--- src/core/rsq_pkg.sv ---
package rsq_pkg;

	// ==========================================================
	// register map (byte addresses, one word each)
	localparam logic [7:0] ADDR_CAUSE   = 8'h00;
	localparam logic [7:0] ADDR_WDT_RLD = 8'h04;
	localparam logic [7:0] ADDR_WDT_FD  = 8'h08;
	localparam logic [7:0] ADDR_IRQ_ST  = 8'h0c;
	localparam logic [7:0] ADDR_IRQ_MSK = 8'h10;
	localparam logic [7:0] ADDR_WDT_CNT = 8'h14;

	// ==========================================================
	// field layout of the cause register
	localparam int CAUSE_W      = 3;
	localparam int OUT_EN_BIT   = 7;

	// ==========================================================
	// reset values and keys
	localparam logic [15:0] WDT_RLD_RST  = 16'hffff;
	localparam logic [7:0]  WDT_FEED_KEY = 8'ha5;
	localparam logic        OUT_EN_RST   = 1'b0;

	// ==========================================================
	// timing counts in system clocks
	localparam logic [7:0]  PULSE_LAST   = 8'hff;
	localparam logic [7:0]  WDT_PRE_LAST = 8'hff;
	localparam int          PWRUP_MAX    = 258;

	// ==========================================================
	// carriers
	typedef struct packed {
		logic wdt;
		logic sw;
		logic ext;
	} rsq_cause_t;

	localparam rsq_cause_t CAUSE_EXT = 3'h1;
	localparam rsq_cause_t CAUSE_SW  = 3'h2;
	localparam rsq_cause_t CAUSE_WDT = 3'h4;
	localparam rsq_cause_t CAUSE_NONE = 3'h0;

	typedef struct packed {
		logic drv;
		logic lvl;
	} rsq_pin_t;

	typedef enum logic [1:0] {
		PST_IDLE  = 2'b01,
		PST_PULSE = 2'b10
	} rsq_pst_t;

endpackage

--- src/core/rsq_pulse.sv ---
`timescale 1ns/1ps
module rsq_pulse (
	// clock and reset
	input  wire logic       mclk_in,
	input  wire logic       rstn_in,
	// control
	input  wire logic       start_in,
	// status
	output logic            active_out,
	output logic [7:0]      count_out
);

	rsq_pkg::rsq_pst_t state;
	rsq_pkg::rsq_pst_t next_state;

	always_comb begin
		next_state = state;
		case (state)
			rsq_pkg::PST_IDLE: begin
				if (start_in) begin
					next_state = rsq_pkg::PST_PULSE;
				end
			end
			rsq_pkg::PST_PULSE: begin
				if (count_out == rsq_pkg::PULSE_LAST) begin
					next_state = rsq_pkg::PST_IDLE;
				end
			end
			default: begin
				next_state = rsq_pkg::PST_IDLE;
			end
		endcase
	end

	always_ff @(posedge mclk_in or negedge rstn_in) begin
		if (!rstn_in) begin
			state <= rsq_pkg::PST_IDLE;
		end else begin
			state <= next_state;
		end
	end

	// retrigger during a pulse is ignored, length stays fixed
	always_ff @(posedge mclk_in or negedge rstn_in) begin
		if (!rstn_in) begin
			count_out <= 8'h00;
		end else if (state == rsq_pkg::PST_PULSE) begin
			count_out <= count_out + 8'h01;
		end else begin
			count_out <= 8'h00;
		end
	end

	assign active_out = (state == rsq_pkg::PST_PULSE);

endmodule

--- src/core/rsq_core.sv ---
`timescale 1ns/1ps
// Summary of operation
// external reset pin resets the system
// internal reset drives indicator pin low
// indicator pulse lasts exactly 256 clocks
// external reset never makes a pulse
// cause bit 7 enables the indicator
// cause register shows last reset source
// watchdog runs from reset onward
// watchdog timeout makes internal reset, pulse
// power-up low hold at most 258 clocks
// tied-back pin records every reset external
// pin released outside an enabled pulse
module rsq_core (
	// clock and reset
	input  wire logic        mclk_in,
	input  wire logic        rstn_in,
	// apb slave
	input  wire logic        psel_in,
	input  wire logic        penable_in,
	input  wire logic        pwrite_in,
	input  wire logic [7:0]  paddr_in,
	input  wire logic [31:0] pwdata_in,
	output logic [31:0]      prdata_out,
	output logic             pready_out,
	output logic             pslverr_out,
	// reset sources
	input  wire logic        external_reset_input_n_in,
	input  wire logic        sw_reset_in,
	// system reset and interrupt
	output logic             sys_rstn_out,
	output logic             irq_out,
	// shared port/timer pin, port role drive
	input  wire logic        port_lvl_in,
	input  wire logic        port_oe_in,
	output logic             shared_port_timer_reset_pin_out,
	output logic             shared_port_timer_reset_pin_oe_out
);

	// ==========================================================
	// external reset synchroniser
	logic ext_meta_n;
	logic ext_sync_n;
	logic ext_low;
	logic ext_low_q;

	always_ff @(posedge mclk_in or negedge rstn_in) begin
		if (!rstn_in) begin
			ext_meta_n <= 1'b0;
			ext_sync_n <= 1'b0;
		end else begin
			ext_meta_n <= external_reset_input_n_in;
			ext_sync_n <= ext_meta_n;
		end
	end

	assign ext_low = !ext_sync_n;

	always_ff @(posedge mclk_in or negedge rstn_in) begin
		if (!rstn_in) begin
			// same level as the sync reset, so no false edge
			ext_low_q <= 1'b1;
		end else begin
			ext_low_q <= ext_low;
		end
	end

	// ==========================================================
	// registers
	logic             out_en;
	logic             pulse_en;
	rsq_pkg::rsq_cause_t cause;
	rsq_pkg::rsq_cause_t irq_st;
	rsq_pkg::rsq_cause_t irq_msk;
	rsq_pkg::rsq_cause_t evt;
	logic [15:0]      wdt_rld;
	logic [15:0]      wdt_cnt;
	logic [7:0]       wdt_pre;
	logic             wdt_tick;
	logic             wdt_to;
	logic             int_evt;
	logic             pulse_active;
	logic [7:0]       pulse_cnt;
	logic             sys_rst;
	logic             wr_en;
	logic             feed;

	function automatic logic hit(input logic [7:0] a);
		hit = (paddr_in == a);
	endfunction

	assign wr_en = psel_in && penable_in && pwrite_in;
	assign feed  = wr_en && hit(rsq_pkg::ADDR_WDT_FD) &&
		(pwdata_in[7:0] == rsq_pkg::WDT_FEED_KEY);
	assign sys_rst = !sys_rstn_out;

	// indicator enable bit
	always_ff @(posedge mclk_in or negedge rstn_in) begin
		if (!rstn_in) begin
			out_en <= rsq_pkg::OUT_EN_RST;
		end else if (wr_en && hit(rsq_pkg::ADDR_CAUSE)) begin
			out_en <= pwdata_in[rsq_pkg::OUT_EN_BIT];
		end
	end

	always_ff @(posedge mclk_in or negedge rstn_in) begin
		if (!rstn_in) begin
			wdt_rld <= rsq_pkg::WDT_RLD_RST;
		end else if (wr_en && hit(rsq_pkg::ADDR_WDT_RLD)) begin
			wdt_rld <= pwdata_in[15:0];
		end
	end

	always_ff @(posedge mclk_in or negedge rstn_in) begin
		if (!rstn_in) begin
			irq_msk <= rsq_pkg::CAUSE_NONE;
		end else if (wr_en && hit(rsq_pkg::ADDR_IRQ_MSK)) begin
			irq_msk <= pwdata_in[rsq_pkg::CAUSE_W-1:0];
		end
	end

	// set wins over a write-one clear in the same cycle
	always_ff @(posedge mclk_in or negedge rstn_in) begin
		if (!rstn_in) begin
			irq_st <= rsq_pkg::CAUSE_NONE;
		end else if (wr_en && hit(rsq_pkg::ADDR_IRQ_ST)) begin
			irq_st <= (irq_st & ~pwdata_in[rsq_pkg::CAUSE_W-1:0]) | evt;
		end else begin
			irq_st <= irq_st | evt;
		end
	end

	assign irq_out = |(irq_st & irq_msk);

	// ==========================================================
	// watchdog
	// prescaler and counter run from reset on
	always_ff @(posedge mclk_in or negedge rstn_in) begin
		if (!rstn_in) begin
			wdt_pre <= 8'h00;
		end else begin
			wdt_pre <= wdt_pre + 8'h01;
		end
	end

	assign wdt_tick = (wdt_pre == rsq_pkg::WDT_PRE_LAST);
	// expiry raises an internal reset
	assign wdt_to = wdt_tick && (wdt_cnt == 16'h0000) && !sys_rst;

	always_ff @(posedge mclk_in or negedge rstn_in) begin
		if (!rstn_in) begin
			wdt_cnt <= rsq_pkg::WDT_RLD_RST;
		end else if (sys_rst || feed || wdt_to) begin
			wdt_cnt <= wdt_rld;
		end else if (wdt_tick) begin
			wdt_cnt <= wdt_cnt - 16'h0001;
		end
	end

	// ==========================================================
	// internal reset pulse
	// only watchdog and instruction start a pulse
	assign int_evt = (wdt_to || (sw_reset_in && !sys_rst)) && !pulse_active;

	rsq_pulse u_pulse (
		.mclk_in    (mclk_in),
		.rstn_in    (rstn_in),
		.start_in   (int_evt),
		.active_out (pulse_active),
		.count_out  (pulse_cnt)
	);

	// enable captured at the trigger, the cpu is held during the pulse
	always_ff @(posedge mclk_in or negedge rstn_in) begin
		if (!rstn_in) begin
			pulse_en <= 1'b0;
		end else if (int_evt) begin
			pulse_en <= out_en;
		end
	end

	// external pin or internal pulse hold the system
	always_ff @(posedge mclk_in or negedge rstn_in) begin
		if (!rstn_in) begin
			sys_rstn_out <= 1'b0;
		end else begin
			sys_rstn_out <= !(ext_low || int_evt || pulse_active);
		end
	end

	// ==========================================================
	// reset cause
	assign evt.ext = ext_low && !ext_low_q;
	assign evt.wdt = wdt_to;
	assign evt.sw  = sw_reset_in && !sys_rst && !wdt_to && !pulse_active;

	// one-hot record of the latest source
	// external assertion overrides, so a tie-back reads external
	always_ff @(posedge mclk_in or negedge rstn_in) begin
		if (!rstn_in) begin
			cause <= rsq_pkg::CAUSE_EXT;
		end else if (ext_low) begin
			cause <= rsq_pkg::CAUSE_EXT;
		end else if (evt.wdt) begin
			cause <= rsq_pkg::CAUSE_WDT;
		end else if (evt.sw) begin
			cause <= rsq_pkg::CAUSE_SW;
		end
	end

	// ==========================================================
	// shared pin
	rsq_pkg::rsq_pin_t pin;
	logic drive_low;

	// enabled pulse pulls the pin low
	// no power-up hold, the pin is released from reset
	assign drive_low = pulse_active && pulse_en;

	// otherwise the port or timer role owns the pin
	always_ff @(posedge mclk_in or negedge rstn_in) begin
		if (!rstn_in) begin
			pin <= 2'b00;
		end else if (int_evt && out_en) begin
			pin <= 2'b10;
		end else if (drive_low && (pulse_cnt != rsq_pkg::PULSE_LAST)) begin
			pin <= 2'b10;
		end else begin
			pin <= {port_oe_in, port_lvl_in};
		end
	end

	assign shared_port_timer_reset_pin_out    = pin.lvl;
	assign shared_port_timer_reset_pin_oe_out = pin.drv;

	// ==========================================================
	// apb read path, zero wait states
	always_ff @(posedge mclk_in or negedge rstn_in) begin
		if (!rstn_in) begin
			prdata_out <= 32'h0000_0000;
		end else if (psel_in && !penable_in && !pwrite_in) begin
			prdata_out <= 32'h0000_0000;
			case (paddr_in)
				rsq_pkg::ADDR_CAUSE: begin
					prdata_out[rsq_pkg::OUT_EN_BIT] <= out_en;
					prdata_out[rsq_pkg::CAUSE_W-1:0] <= cause;
				end
				rsq_pkg::ADDR_WDT_RLD: prdata_out[15:0] <= wdt_rld;
				rsq_pkg::ADDR_IRQ_ST:  prdata_out[2:0] <= irq_st;
				rsq_pkg::ADDR_IRQ_MSK: prdata_out[2:0] <= irq_msk;
				rsq_pkg::ADDR_WDT_CNT: prdata_out[15:0] <= wdt_cnt;
				default: prdata_out <= 32'h0000_0000;
			endcase
		end
	end

	function automatic logic mapped(input logic [7:0] a);
		mapped = (a == rsq_pkg::ADDR_CAUSE) || (a == rsq_pkg::ADDR_WDT_RLD) ||
			(a == rsq_pkg::ADDR_WDT_FD) || (a == rsq_pkg::ADDR_IRQ_ST) ||
			(a == rsq_pkg::ADDR_IRQ_MSK) || (a == rsq_pkg::ADDR_WDT_CNT);
	endfunction

	assign pready_out  = 1'b1;
	assign pslverr_out = psel_in && penable_in && !mapped(paddr_in);

	// ==========================================================
	// checks
	// synchronised external reset holds the system
	AST_EXT_RESETS: assert property (
		@(posedge mclk_in) disable iff (!rstn_in)
		ext_low |=> !sys_rstn_out)
		else $error("external reset did not reset the system");

	// enabled internal reset drives pin low next cycle
	AST_PIN_LOW: assert property (
		@(posedge mclk_in) disable iff (!rstn_in)
		int_evt && out_en |=> (pin.drv && !pin.lvl) [*8])
		else $error("indicator pin not driven low");

	// pulse ends after exactly 256 counts
	AST_PULSE_LEN: assert property (
		@(posedge mclk_in) disable iff (!rstn_in)
		$fell(pulse_active) |-> $past(pulse_cnt) == rsq_pkg::PULSE_LAST)
		else $error("pulse length wrong");

	// external reset alone never starts a pulse
	AST_EXT_NO_PULSE: assert property (
		@(posedge mclk_in) disable iff (!rstn_in)
		!pulse_active && !wdt_to && !(sw_reset_in && !sys_rst)
		|=> !pulse_active)
		else $error("pulse without internal reset");

	// disabled indicator never pulls low
	AST_EN_GATE: assert property (
		@(posedge mclk_in) disable iff (!rstn_in)
		int_evt && !out_en |=> !(pin.drv && !pin.lvl) || $past(port_oe_in))
		else $error("disabled indicator drove pin");

	// cause is always one-hot
	AST_CAUSE_ONEHOT: assert property (
		@(posedge mclk_in) disable iff (!rstn_in)
		$onehot(cause))
		else $error("cause not one-hot");

	// watchdog counts down on each tick
	AST_WDT_RUNS: assert property (
		@(posedge mclk_in) disable iff (!rstn_in)
		wdt_tick && !sys_rst && !feed && wdt_cnt != 16'h0000
		|=> wdt_cnt == $past(wdt_cnt) - 16'h0001)
		else $error("watchdog not counting");

	// timeout starts a pulse and records cause
	AST_WDT_RESET: assert property (
		@(posedge mclk_in) disable iff (!rstn_in)
		wdt_to && !ext_low |=> pulse_active && cause == rsq_pkg::CAUSE_WDT)
		else $error("timeout without reset");

	// external assertion records external cause
	AST_TIEBACK: assert property (
		@(posedge mclk_in) disable iff (!rstn_in)
		ext_low |=> cause == rsq_pkg::CAUSE_EXT)
		else $error("external reset not recorded");

	// outside a pulse the port owns the pin
	AST_RELEASE: assert property (
		@(posedge mclk_in) disable iff (!rstn_in)
		!pulse_active && !int_evt |=> pin == $past({port_oe_in, port_lvl_in}))
		else $error("pin not released");

	COV_WDT: cover property (@(posedge mclk_in) disable iff (!rstn_in)
		wdt_to && out_en);
	COV_SW: cover property (@(posedge mclk_in) disable iff (!rstn_in)
		evt.sw && out_en);
	COV_EXT: cover property (@(posedge mclk_in) disable iff (!rstn_in)
		evt.ext);

endmodule

--- config.mk ---
export PLATFORM = sky130hd
export DESIGN_NAME = rsq_core
export DESIGN_NICKNAME = d
export VERILOG_FILES = /design/src/core/rsq_pkg.sv /design/src/core/rsq_pulse.sv /design/src/core/rsq_core.sv
export SDC_FILE = /design/constraint.sdc
export NUM_CORES = 1
export LEC_CHECK = 0
export BUFFER_PORTS_ARGS = -buffer_cell sky130_fd_sc_hd__buf_4
export CAP_MARGIN = 10
export CORE_MARGIN = 5
export CORE_UTILIZATION = 55
export DETAILED_ROUTE_END_ITERATION = 6
export MAX_ROUTING_LAYER = met4
export PLACE_DENSITY_LB_ADDON = 0.2
export SLEW_MARGIN = 20
export SYNTH_ARGS = -nofsm -noshare
export SYNTH_HDL_FRONTEND = slang
export SYNTH_SLANG_ARGS = --single-unit
--- constraint.sdc ---
create_clock -name mclk_in -period 5 [get_ports mclk_in]
set_input_delay 0.5 -clock mclk_in [delete_from_list [all_inputs] [get_ports mclk_in]]
set_output_delay 0.5 -clock mclk_in [all_outputs]
set_load 0.03 [all_outputs]
======== Word-level counts from Yosys, hierarchy flattened ========
Index checks and enable logic that the tools add are counted.
Widths: inputs -> output; s select.
operators by class
  add/sub/neg operators ................... 3
  eq/ne operators ......................... 14
  multiplexer cells ....................... 16
  bitwise operators ....................... 5
  reduce and logical (&&, ||, !) cells .... 45
operators with widths
  kind                   number
  $mux 16                2
  $eq 8x8->1 const B     3
  $logic_and 1x1->1      21
  $add 8x1->8 const B    2
  $eq 8x4->1 const B     2
  $eq 8x5->1 const B     2
  $logic_not 16->1       1
  $pmux 8 s2             1
  $sub 16x1->16 const B  1
  $pmux 3 s5             1
  $mux 3                 4
  $logic_or 1x1->1       10
  $logic_not 1->1        9
  $eq 8x3->1 const B     1
  $logic_not 8->1        1
  $mux 2                 4
  $mux 8                 1
  $ne 8x8->1 const B     1
  $pmux 4 s2             1
  $and 3x3->3            2
  $or 3x3->3             2
  $pmux 2 s2             1
  $ne 3x1->1 const B     1
  $not 3->3              1
  8 further kinds        8
word-level totals
  flip-flop bits (word level) ............. 83
  input bits .............................. 49
  word-level logic and storage cells ...... 106

======== Logic depth before layout (Yosys ltp) ========
Gate-level depths: netlist of run 1.
  depth after elaboration ................. 9
  gate-level depth with buffers ........... 8
  mapped depth without buffers ............ 6

======== Modules after synthesis ========
A second synthesis of run 1 with hierarchy kept.
second synthesis, totals
  cells, all modules ...................... 370
  area, all modules ....................... 4192.8 µm²
by module, submodules not included
  module     instances  cells an instance  area an instance (µm²)  sequential area each (µm²)
  rsq_core   1          327                3744.8                  1869.3
  rsq_pulse  1          43                 447.9                   251.5

======== Least setup slack after synthesis of run 1 ========
No wires, ideal clock.
  kind .................................... input port to output port
  start point ............................. in paddr_in[4]
  end point ............................... out pslverr_out
  data arrival time ....................... 1.829 ns
  required time ........................... 4.500 ns
  slack ................................... 2.671 ns
  cell stages on the path ................. 4
  path through ............................ buf_1 buf_2 nand2_1 a31oi_1
on the way
  cells in the longest elaborated chain, start to end .. 8
  elaborated cells between the ends (all ways) .. 13
  those cells by class .................... 5 x eq/ne; 8 x reduce/logical
RTL lines
  item                                                  RTL line         source
  start: declaration                                    rsq_core.sv:22   input wire logic [7:0] paddr_in,
  $eq 8x3->1 / $logic_not 8->1 (equally long branches)  rsq_core.sv:258  mapped = (a == rsq_pkg::ADDR_CAUSE) || (a == rsq_pkg::ADDR_WDT_RLD) ||
  $logic_or 1x1->1 (2 in a row)                         rsq_core.sv:258
  $logic_or 1x1->1 (2 in a row)                         rsq_core.sv:259  (a == rsq_pkg::ADDR_WDT_FD) || (a == rsq_pkg::ADDR_IRQ_ST) ||
  $logic_or 1x1->1 (*)                                  rsq_core.sv:260  (a == rsq_pkg::ADDR_IRQ_MSK) || (a == rsq_pkg::ADDR_WDT_CNT);
  $logic_not 1->1 (*)                                   rsq_core.sv:264  assign pslverr_out = psel_in && penable_in && !mapped(paddr_in);
  $logic_and 1x1->1 (*)                                 rsq_core.sv:264
  end: declaration                                      rsq_core.sv:26   output logic pslverr_out,
Mark *: on every way between the ends. The rest lies on a longest branch, timed or not.

======== Final worst setup path of run 1 ========
  start point ............................. reg wdt_pre[0]
  end point ............................... reg wdt_cnt[4]
on the way
  cells in the longest elaborated chain, start to end .. 5
  elaborated cells between the ends (all ways) .. 6
  those cells by class .................... 1 x eq/ne; 1 x mux; 4 x reduce/logical
RTL lines
  item                                                 RTL line         source
  start: declaration                                   rsq_core.sv:78   logic [7:0] wdt_pre;
  start signal: assignment                             rsq_core.sv:142  wdt_pre <= wdt_pre + 8'h01;
  $eq 8x8->1 (*)                                       rsq_core.sv:146  assign wdt_tick = (wdt_pre == rsq_pkg::WDT_PRE_LAST);
  $logic_and 1x1->1 (2 in a row)                       rsq_core.sv:148  assign wdt_to = wdt_tick && (wdt_cnt == 16'h0000) && !sys_rst;
  $logic_or 1x1->1                                     rsq_core.sv:153  end else if (sys_rst || feed || wdt_to) begin
  $mux 16 / $reduce_bool 2->1 (equally long branches)  -
  end signal: assignment                               rsq_core.sv:152  wdt_cnt <= rsq_pkg::WDT_RLD_RST;
  end signal: assignment                               rsq_core.sv:154  wdt_cnt <= wdt_rld;
  end signal: assignment                               rsq_core.sv:156  wdt_cnt <= wdt_cnt - 16'h0001;
  end: declaration                                     rsq_core.sv:77   logic [15:0] wdt_cnt;
Marks and branches as above.
A chain may end at the register's enable or synchronous reset.

==> results of run 1 <==
[power breakdown]
part	leakage, nW	internal, mW	total [mW]	switching, mW
clock	0.0786	0.193	0.434	0.240
sequential	0.978	0.682	0.688	0.00573
combinational	1.00	0.0326	0.0888	0.0562
total	2.06	0.908	1.21	0.302
[sequential cells by signal (all words and copies together) (netlist names)]
name and count:
cause 3, irq_st 3, prdata_out 16, ext_meta_n 1, wdt_pre 8, pulse_en 1
shared_port_timer_reset_pin_out 1, ext_sync_n 1, irq_msk 3, wdt_rld 16, sys_rstn_out 1, shared_port_timer_reset_pin_oe_out 1
u_pulse.count_out 8, wdt_cnt 16, out_en 1, u_pulse.state 2, ext_low_q 1
[metal layers]
metal  share of wire  up-vias
met1            0.45     1371
li1                -     1299
met3           0.055        8
met5               0        -
met4           0.012        0
met2            0.48       65
[layout by cell type, fill, tap and decap left out, types with 10 or more instances in the layout]
master    netlist  routed
xnor2_1        19      19
o21ai_0        21      21
nand2_1        31      31
mux2i_1        14      14
nand3_1        15      15
buf_4          18      52
dfrtp_1        48      48
nor2_1         16      16
conb_1          2      17
dfstp_2        35      35
clkbuf_8        0      10
mux2_4         10      10
mux2_2         21      21
[worst paths after layout]
check / from / to / slack, ps / cells past startpoint
setup / recovery: wdt_pre[0] / wdt_cnt[4] / 2580 / 6
hold / removal: rstn_in / prdata_out[2] / 170 / 1
setup reg to reg: wdt_pre[0] / wdt_cnt[4] / 2580 / 6
hold reg to reg: ext_meta_n / ext_sync_n / 360 / 0
max in group asynchronous: rstn_in / prdata_out[3] / 4310 / 1
min in group mclk_in: external_reset_input_n_in / ext_meta_n / 250 / 1
[cell type report]
class / count / area share
Timing Repair Buffer: 53 / 0.08565
Multi-Input combinational cell: 246 / 0.3933
Clock buffer: 12 / 0.03095
Tap cell: 99 / 0.02641
Sequential cell: 83 / 0.4522
Inverter: 7 / 0.005603
Clock inverter: 4 / 0.005870
[worst max-delay path, delay by kind of cell, from the launching register on]
kind,cells,cell delay (ps)
adder cells (fa/ha/maj),1,290
flip-flops,1,420
multiplexers,1,350
AND/OR/NAND/NOR,4,1280
[per-stage QoR]
step	worst slack [ps]	total power, mW
final	2581	1.210
after global placement	2218	0.7879
after CTS	2592	1.222
after floorplan	2672	0.7544
after detailed placement	2240	0.7892
after global routing	2440	1.257
[logic make-up (layout without fill, tap and decap cells)]
logic type / count (synthesis) / after routing / synth area share
buf+inv: 36 / 76 / 0.05132
flops: 83 / 83 / 0.5147
xor+xnor: 25 / 25 / 0.05314
other cells: 2 / 17 / 0.001823
fa+ha+maj: 4 / 4 / 0.01215
compound gates: 39 / 39 / 0.05831
mux: 53 / 53 / 0.1579
simple gates: 108 / 108 / 0.1506
==> metrics.csv, run 1 <==
stage,metric,value,unit
status,status,finished clean,
sta,Fin Clk Skew,9.140,ps
clock_tree,CTS Buf Count,9,
layout,FF+latch area,2121,µm²
worst_setup_path,CP cell instances,"ha_1, nand4b_1, nor4_4, and4_1, nor2_4, mux2_1",
sta,Final setup viols,0,
job,Max Cap Viol,0,
sta,Worst Max-Slew Pin Slew,974.0,ps
layout,multi-input logic area,1844,µm²
synthesis,"flops & latches, synth",83,
synthesis,"top cells by area, synth","dfrtp_1, dfstp_2, mux2_2",
clock_tree,clk_lat worst skew,360,ps
synthesis,Synth top area share,0.2915,
grt,met1 global-route usage,0.2377,
placed_design,HPWL after DPL,5.631,mm
grt,gr usage total,0.1909,
detailed_routing,via count,2743,
synthesis,mean post-synth cell area,11.77,µm²
detailed_routing,Initial DRT Pass Iterations,4,
clock_tree,Max clock buf depth,2,
layout,Filler cells,592,
clock_tree,CTS Root Cell,clkbuf_8,
worst_setup_path,type of origin of the critical path,register,
placed_design,port bufs,53,
grt,first-pass GRT wire length,13.12,mm
sta,Peak Freq,413.3,MHz
synthesis,Post-synth top cells,"dfrtp_1, dfstp_2, nand2_1",
synthesis,Post-synth EDFFs,0,
layout,ANT cells,0,
detailed_routing,DRT iter0 DRCs,99,
layout,Post-Layout Cell Count,504,
layout,layout cell share with drive strength beyond 1,0.3654,
grt,GR Util met3,0.05190,
layout,Util after Layout,0.6431,
clock_tree,hold-fix buffers at CTS,0,
clock_tree,post-CTS setup buffers,0,
worst_setup_path,WS Path Type,reg2reg,
grt,largest net degree at the start of global routing,84,
sta,"Min Clock Period, post-route",2419,ps
sta,RSZ-0062 raised after global routing,no,
synthesis,main flop type after synthesis,dfrtp_1,
clock_tree,# clock sinks,83,
min_path,Hold WC Path Type,in2async,
synthesis,Ys Warns,0,
sta,Final TNS setup,0,ps
power_and_ir_drop,power per cell area,258.1,nW/µm²
synthesis,Synth Cell Area,4120,µm²
synthesis,Synth async-reset ratio,1.000,
grt,initial antenna violation count,0,
layout,"Design Area, Final",4690,µm²
floorplan,Die Y,96.55,µm
floorplan,row count,31,
worst_setup_path,Worst Path Arrival,2700,ps
grt,grt peak-use layer,met2,
worst_setup_path,Worst Path Required,5280,ps
clock_tree,H-tree depth,3,
floorplan,core area,7292,µm²
grt,"Remaining Overflow, GRT",0,
synthesis,Synth cell types,55,
synthesis,synthesized instance count,350,
detailed_routing,Final Routed Wirelength,8.160,mm
floorplan,Die W,96.55,µm
worst_setup_path,crit end category,register,
sta,Slew HR,0.3472,
floorplan,Ports,87,
detailed_routing,Antenna Nets Post-Route,0,
placed_design,RD Place Congestion,0.7527,
detailed_routing,routed len/inst,16.19,µm
sta,worst hold slack,169.8,ps
clock_tree,Resized cells post-CTS,0,
detailed_routing,number of vias per cell,5.442,
sta,pins over their slew limit,0,
synthesis,most common cell in the netlist,dfrtp_1,
worst_setup_path,worst-path maximum fanout,16,
synthesis,register area share after synthesis,0.5147,
sta,Final Hold Violating Endpoints,0,
detailed_routing,DRC violations left,0,
layout,synth-to-layout area growth,13.82,%
layout,net count reported at finish,453,
floorplan,Starting Density,0.5650,
placed_design,Post-DP Area,4513,µm²
floorplan,Die Area,9322,µm²
clock_tree,clk slew on worst S/H paths,80,ps
synthesis,leading area contributor after synthesis,dfrtp_1,
sta,final worst path period share,0.4839,
grt,met2 usage,0.3086,
clock_tree,TritonCTS clock tree,yes,
worst_setup_path,"slowest stage cell, crit path",and4_1,
grt,vias in the first global route,2778,
placed_design,placed cells,488,
power_and_ir_drop,Max VDD drop,0.1363,mV
worst_setup_path,delay of the slowest critical-path stage,450,ps
power_and_ir_drop,leakage,2.061,nW
Note: power is estimated with default switching activity, not from simulation.
==> run 2: changes to the inputs <==
clock period = 2.4 ns   (was 5 ns; I/O delays follow)
==> run 2 against run 1 <==
  * Die area unchanged
  * Final cell count increased by 2.0%
  * Clock-buffer cell count decreased by 3
  * Clock skew increased by 1.8 ps
  * Via count decreased by 0.62%
  * Flip-flop and latch count unchanged
==> metrics.csv, run 2 (synthesized netlist as in run 1, its figures left out) <==
stage,metric,value,unit,change
grt,"Remaining Overflow, GRT",0,,unchanged
grt,gr usage total,0.1946,,was 0.1909
worst_setup_path,Worst Setup EP,wdt_cnt[3],,was wdt_cnt[4]
layout,"commonest non-fill, non-tap cell in the layout",buf_4,,unchanged
layout,ANT cells,0,,unchanged
power_and_ir_drop,Combinational Power Share,0.077,,was 0.073
sta,RSZ-0062 raised after global routing,no,,unchanged
sta,pins over their slew limit,0,,unchanged
layout,most frequent cells in the layout,"buf_4, dfrtp_1, dfstp_2",,unchanged
worst_setup_path,Worst Path Required,2670,ps,was 5280 ps
layout,Post-Layout Cell Count,514,,was 504
worst_setup_path,WS Path Type,reg2reg,,unchanged
clock_tree,CTS Root Cell,clkbuf_8,,unchanged
detailed_routing,routed len/inst,15.82,µm,was 16.19 µm
placed_design,placed cells,496,,was 488
layout,net count reported at finish,463,,was 453
placed_design,port bufs,53,,unchanged
worst_setup_path,Reg2Reg Capture Point,wdt_cnt[3],,was wdt_cnt[4]
grt,first-pass GRT wire length,13.38,mm,was 13.12 mm
clock_tree,clk slew on worst S/H paths,90,ps,was 80 ps
grt,largest net degree at the start of global routing,44,,was 84
sta,Final setup viols,0,,unchanged
min_path,Hold WC Path Type,in2reg,,was in2async
sta,Peak Freq,474.9,MHz,was 413.3 MHz
detailed_routing,Antenna Nets Post-Route,0,,unchanged
floorplan,Die Area,9322,µm²,unchanged
detailed_routing,DRT iter0 DRCs,80,,was 99
power_and_ir_drop,internal power,1.878,mW,was 0.9080 mW
clock_tree,TritonCTS clock tree,yes,,unchanged
sta,Fin Clk Skew,10.94,ps,was 9.140 ps
worst_setup_path,worst-path maximum fanout,16,,unchanged
placed_design,RD Place Congestion,0.7620,,was 0.7527
clock_tree,hold-fix buffers at CTS,2,,was 0
layout,Util after Layout,0.6573,,was 0.6431
detailed_routing,Initial DRT Pass Iterations,4,,unchanged
clock_tree,# clock sinks,83,,unchanged
sta,final worst path period share,0.8773,,was 0.4839
floorplan,Ports,87,,unchanged
sta,Slew HR,0.6177,,was 0.3472
worst_setup_path,crit end category,register,,unchanged
worst_setup_path,type of origin of the critical path,register,,unchanged
layout,layout cell share with drive strength beyond 1,0.3807,,was 0.3654
power_and_ir_drop,leakage,2.121,nW,was 2.061 nW
floorplan,row count,31,,unchanged
power_and_ir_drop,Flop pwr share,0.568,,about the same
clock_tree,CTS Buf Count,9,,unchanged
clock_tree,H-tree depth,3,,unchanged
detailed_routing,number of vias per cell,5.304,,was 5.442
clock_tree,clk_lat worst skew,350,ps,was 360 ps
sta,Worst Max-Slew Pin Slew,573.4,ps,was 974.0 ps
worst_setup_path,r2r worst-path depth,7,,was 6
worst_setup_path,worst setup path start,wdt_pre[0],,unchanged
clock_tree,post-CTS setup buffers,0,,unchanged
detailed_routing,DRC violations left,0,,unchanged
floorplan,Die Y,96.55,µm,unchanged
power_and_ir_drop,sw frac,0.2558,,was 0.2498
detailed_routing,Final Routed Wirelength,8.129,mm,was 8.160 mm
placed_design,HPWL after DPL,5.879,mm,was 5.631 mm
sta,Final TNS setup,0,ps,unchanged
power_and_ir_drop,P_sw,0.6453,mW,was 0.3023 mW
sta,Final Hold Violating Endpoints,0,,unchanged
sta,"Min Clock Period, post-route",2106,ps,was 2419 ps
clock_tree,Resized cells post-CTS,0,,unchanged
detailed_routing,via count,2726,,was 2743
floorplan,Die W,96.55,µm,unchanged
status,status,finished clean,,unchanged
layout,synth-to-layout area growth,16.34,%,was 13.82%
layout,Top Registers,"prdata_out: 16 flops, wdt_cnt: 16 flops, wdt_rld: 16 flops",,unchanged
power_and_ir_drop,Clock power frac,0.355,,was 0.358
clock_tree,Max clock buf depth,2,,unchanged
worst_setup_path,r2r startpoint,wdt_pre[0],,unchanged
floorplan,core area,7292,µm²,unchanged
job,Max Cap Viol,0,,unchanged
power_and_ir_drop,power per cell area,526.3,nW/µm²,was 258.1 nW/µm²
worst_setup_path,"reg-to-reg slack, setup",290,ps,was 2580 ps
worst_setup_path,Worst Path Arrival,2370,ps,was 2700 ps
floorplan,Starting Density,0.5650,,unchanged
grt,initial antenna violation count,0,,unchanged
power_and_ir_drop,Max VDD drop,0.2883,mV,was 0.1363 mV
grt,vias in the first global route,2792,,was 2778
-- run 2: power groups by stage --
stage                     Sequential (mW)  Clock [mW]  Combinational [mW]
final                                1.43       0.895               0.195
after global routing                 1.43       0.992               0.214
after CTS                            1.43       0.934               0.198
after detailed placement             1.46           0               0.195
after global placement               1.46           0               0.192
after floorplan                      1.46           0               0.114
-- run 2: critical path, cell delays in order, from the launching register on --
cell	delay, ps
dfrtp_1	420
ha_1	190
nand4b_1	230
nor4_4	220
and4_1	410
nor2_4	80
buf_12	170
mux2_1	310
-- run 2: how the worst min path moves through the flow --
stage / from / endpoint / slack, ps / cells after the start
floorplan: rstn_in / cause[1] / -60 / 0
global placement: rstn_in / irq_st[0] / 260 / 1
detailed placement: rstn_in / irq_st[0] / 270 / 1
CTS: port_oe_in / shared_port_timer_reset_pin_oe_out / 70 / 2
global route: port_oe_in / shared_port_timer_reset_pin_oe_out / 60 / 2
finish: port_oe_in / shared_port_timer_reset_pin_oe_out / 90 / 2
-- run 2: stage by stage --
stage | power [mW] | hold WS, ps | instance area (µm²) | setup slack [ps]
finish | 2.523 | 88.73 | 4793 | 294.5
global route | 2.641 | 59.33 | 4793 | 178.9
CTS | 2.565 | 74.16 | 4793 | 289.3
detailed placement | 1.652 | 265.1 | 4598 | 316.2
global placement | 1.649 | 263.9 | 4598 | 357.5
floorplan | 1.572 | -55.59 | 4177 | 347.6
-- run 2: area by class of cell --
class | instances | area [µm²]
fill | 591 | 2499
inverter | 7 | 26.28
timing repair buffer | 63 | 503.0
clock inverter | 7 | 51.30
multi-input combinational | 246 | 1844
tap | 99 | 123.9
clock buffer | 9 | 123.9
sequential | 83 | 2121
-- run 2: per-layer routing --
layer | part of all wire | wire, µm | global-route usage | vias up
met5 | 0 | 0 | - | -
met4 | 0.0085 | 69 | 0.04556 | 0
met3 | 0.053 | 428 | 0.05964 | 6
met2 | 0.49 | 3952 | 0.3172 | 65
met1 | 0.45 | 3679 | 0.2392 | 1333
li1 | - | - | - | 1322
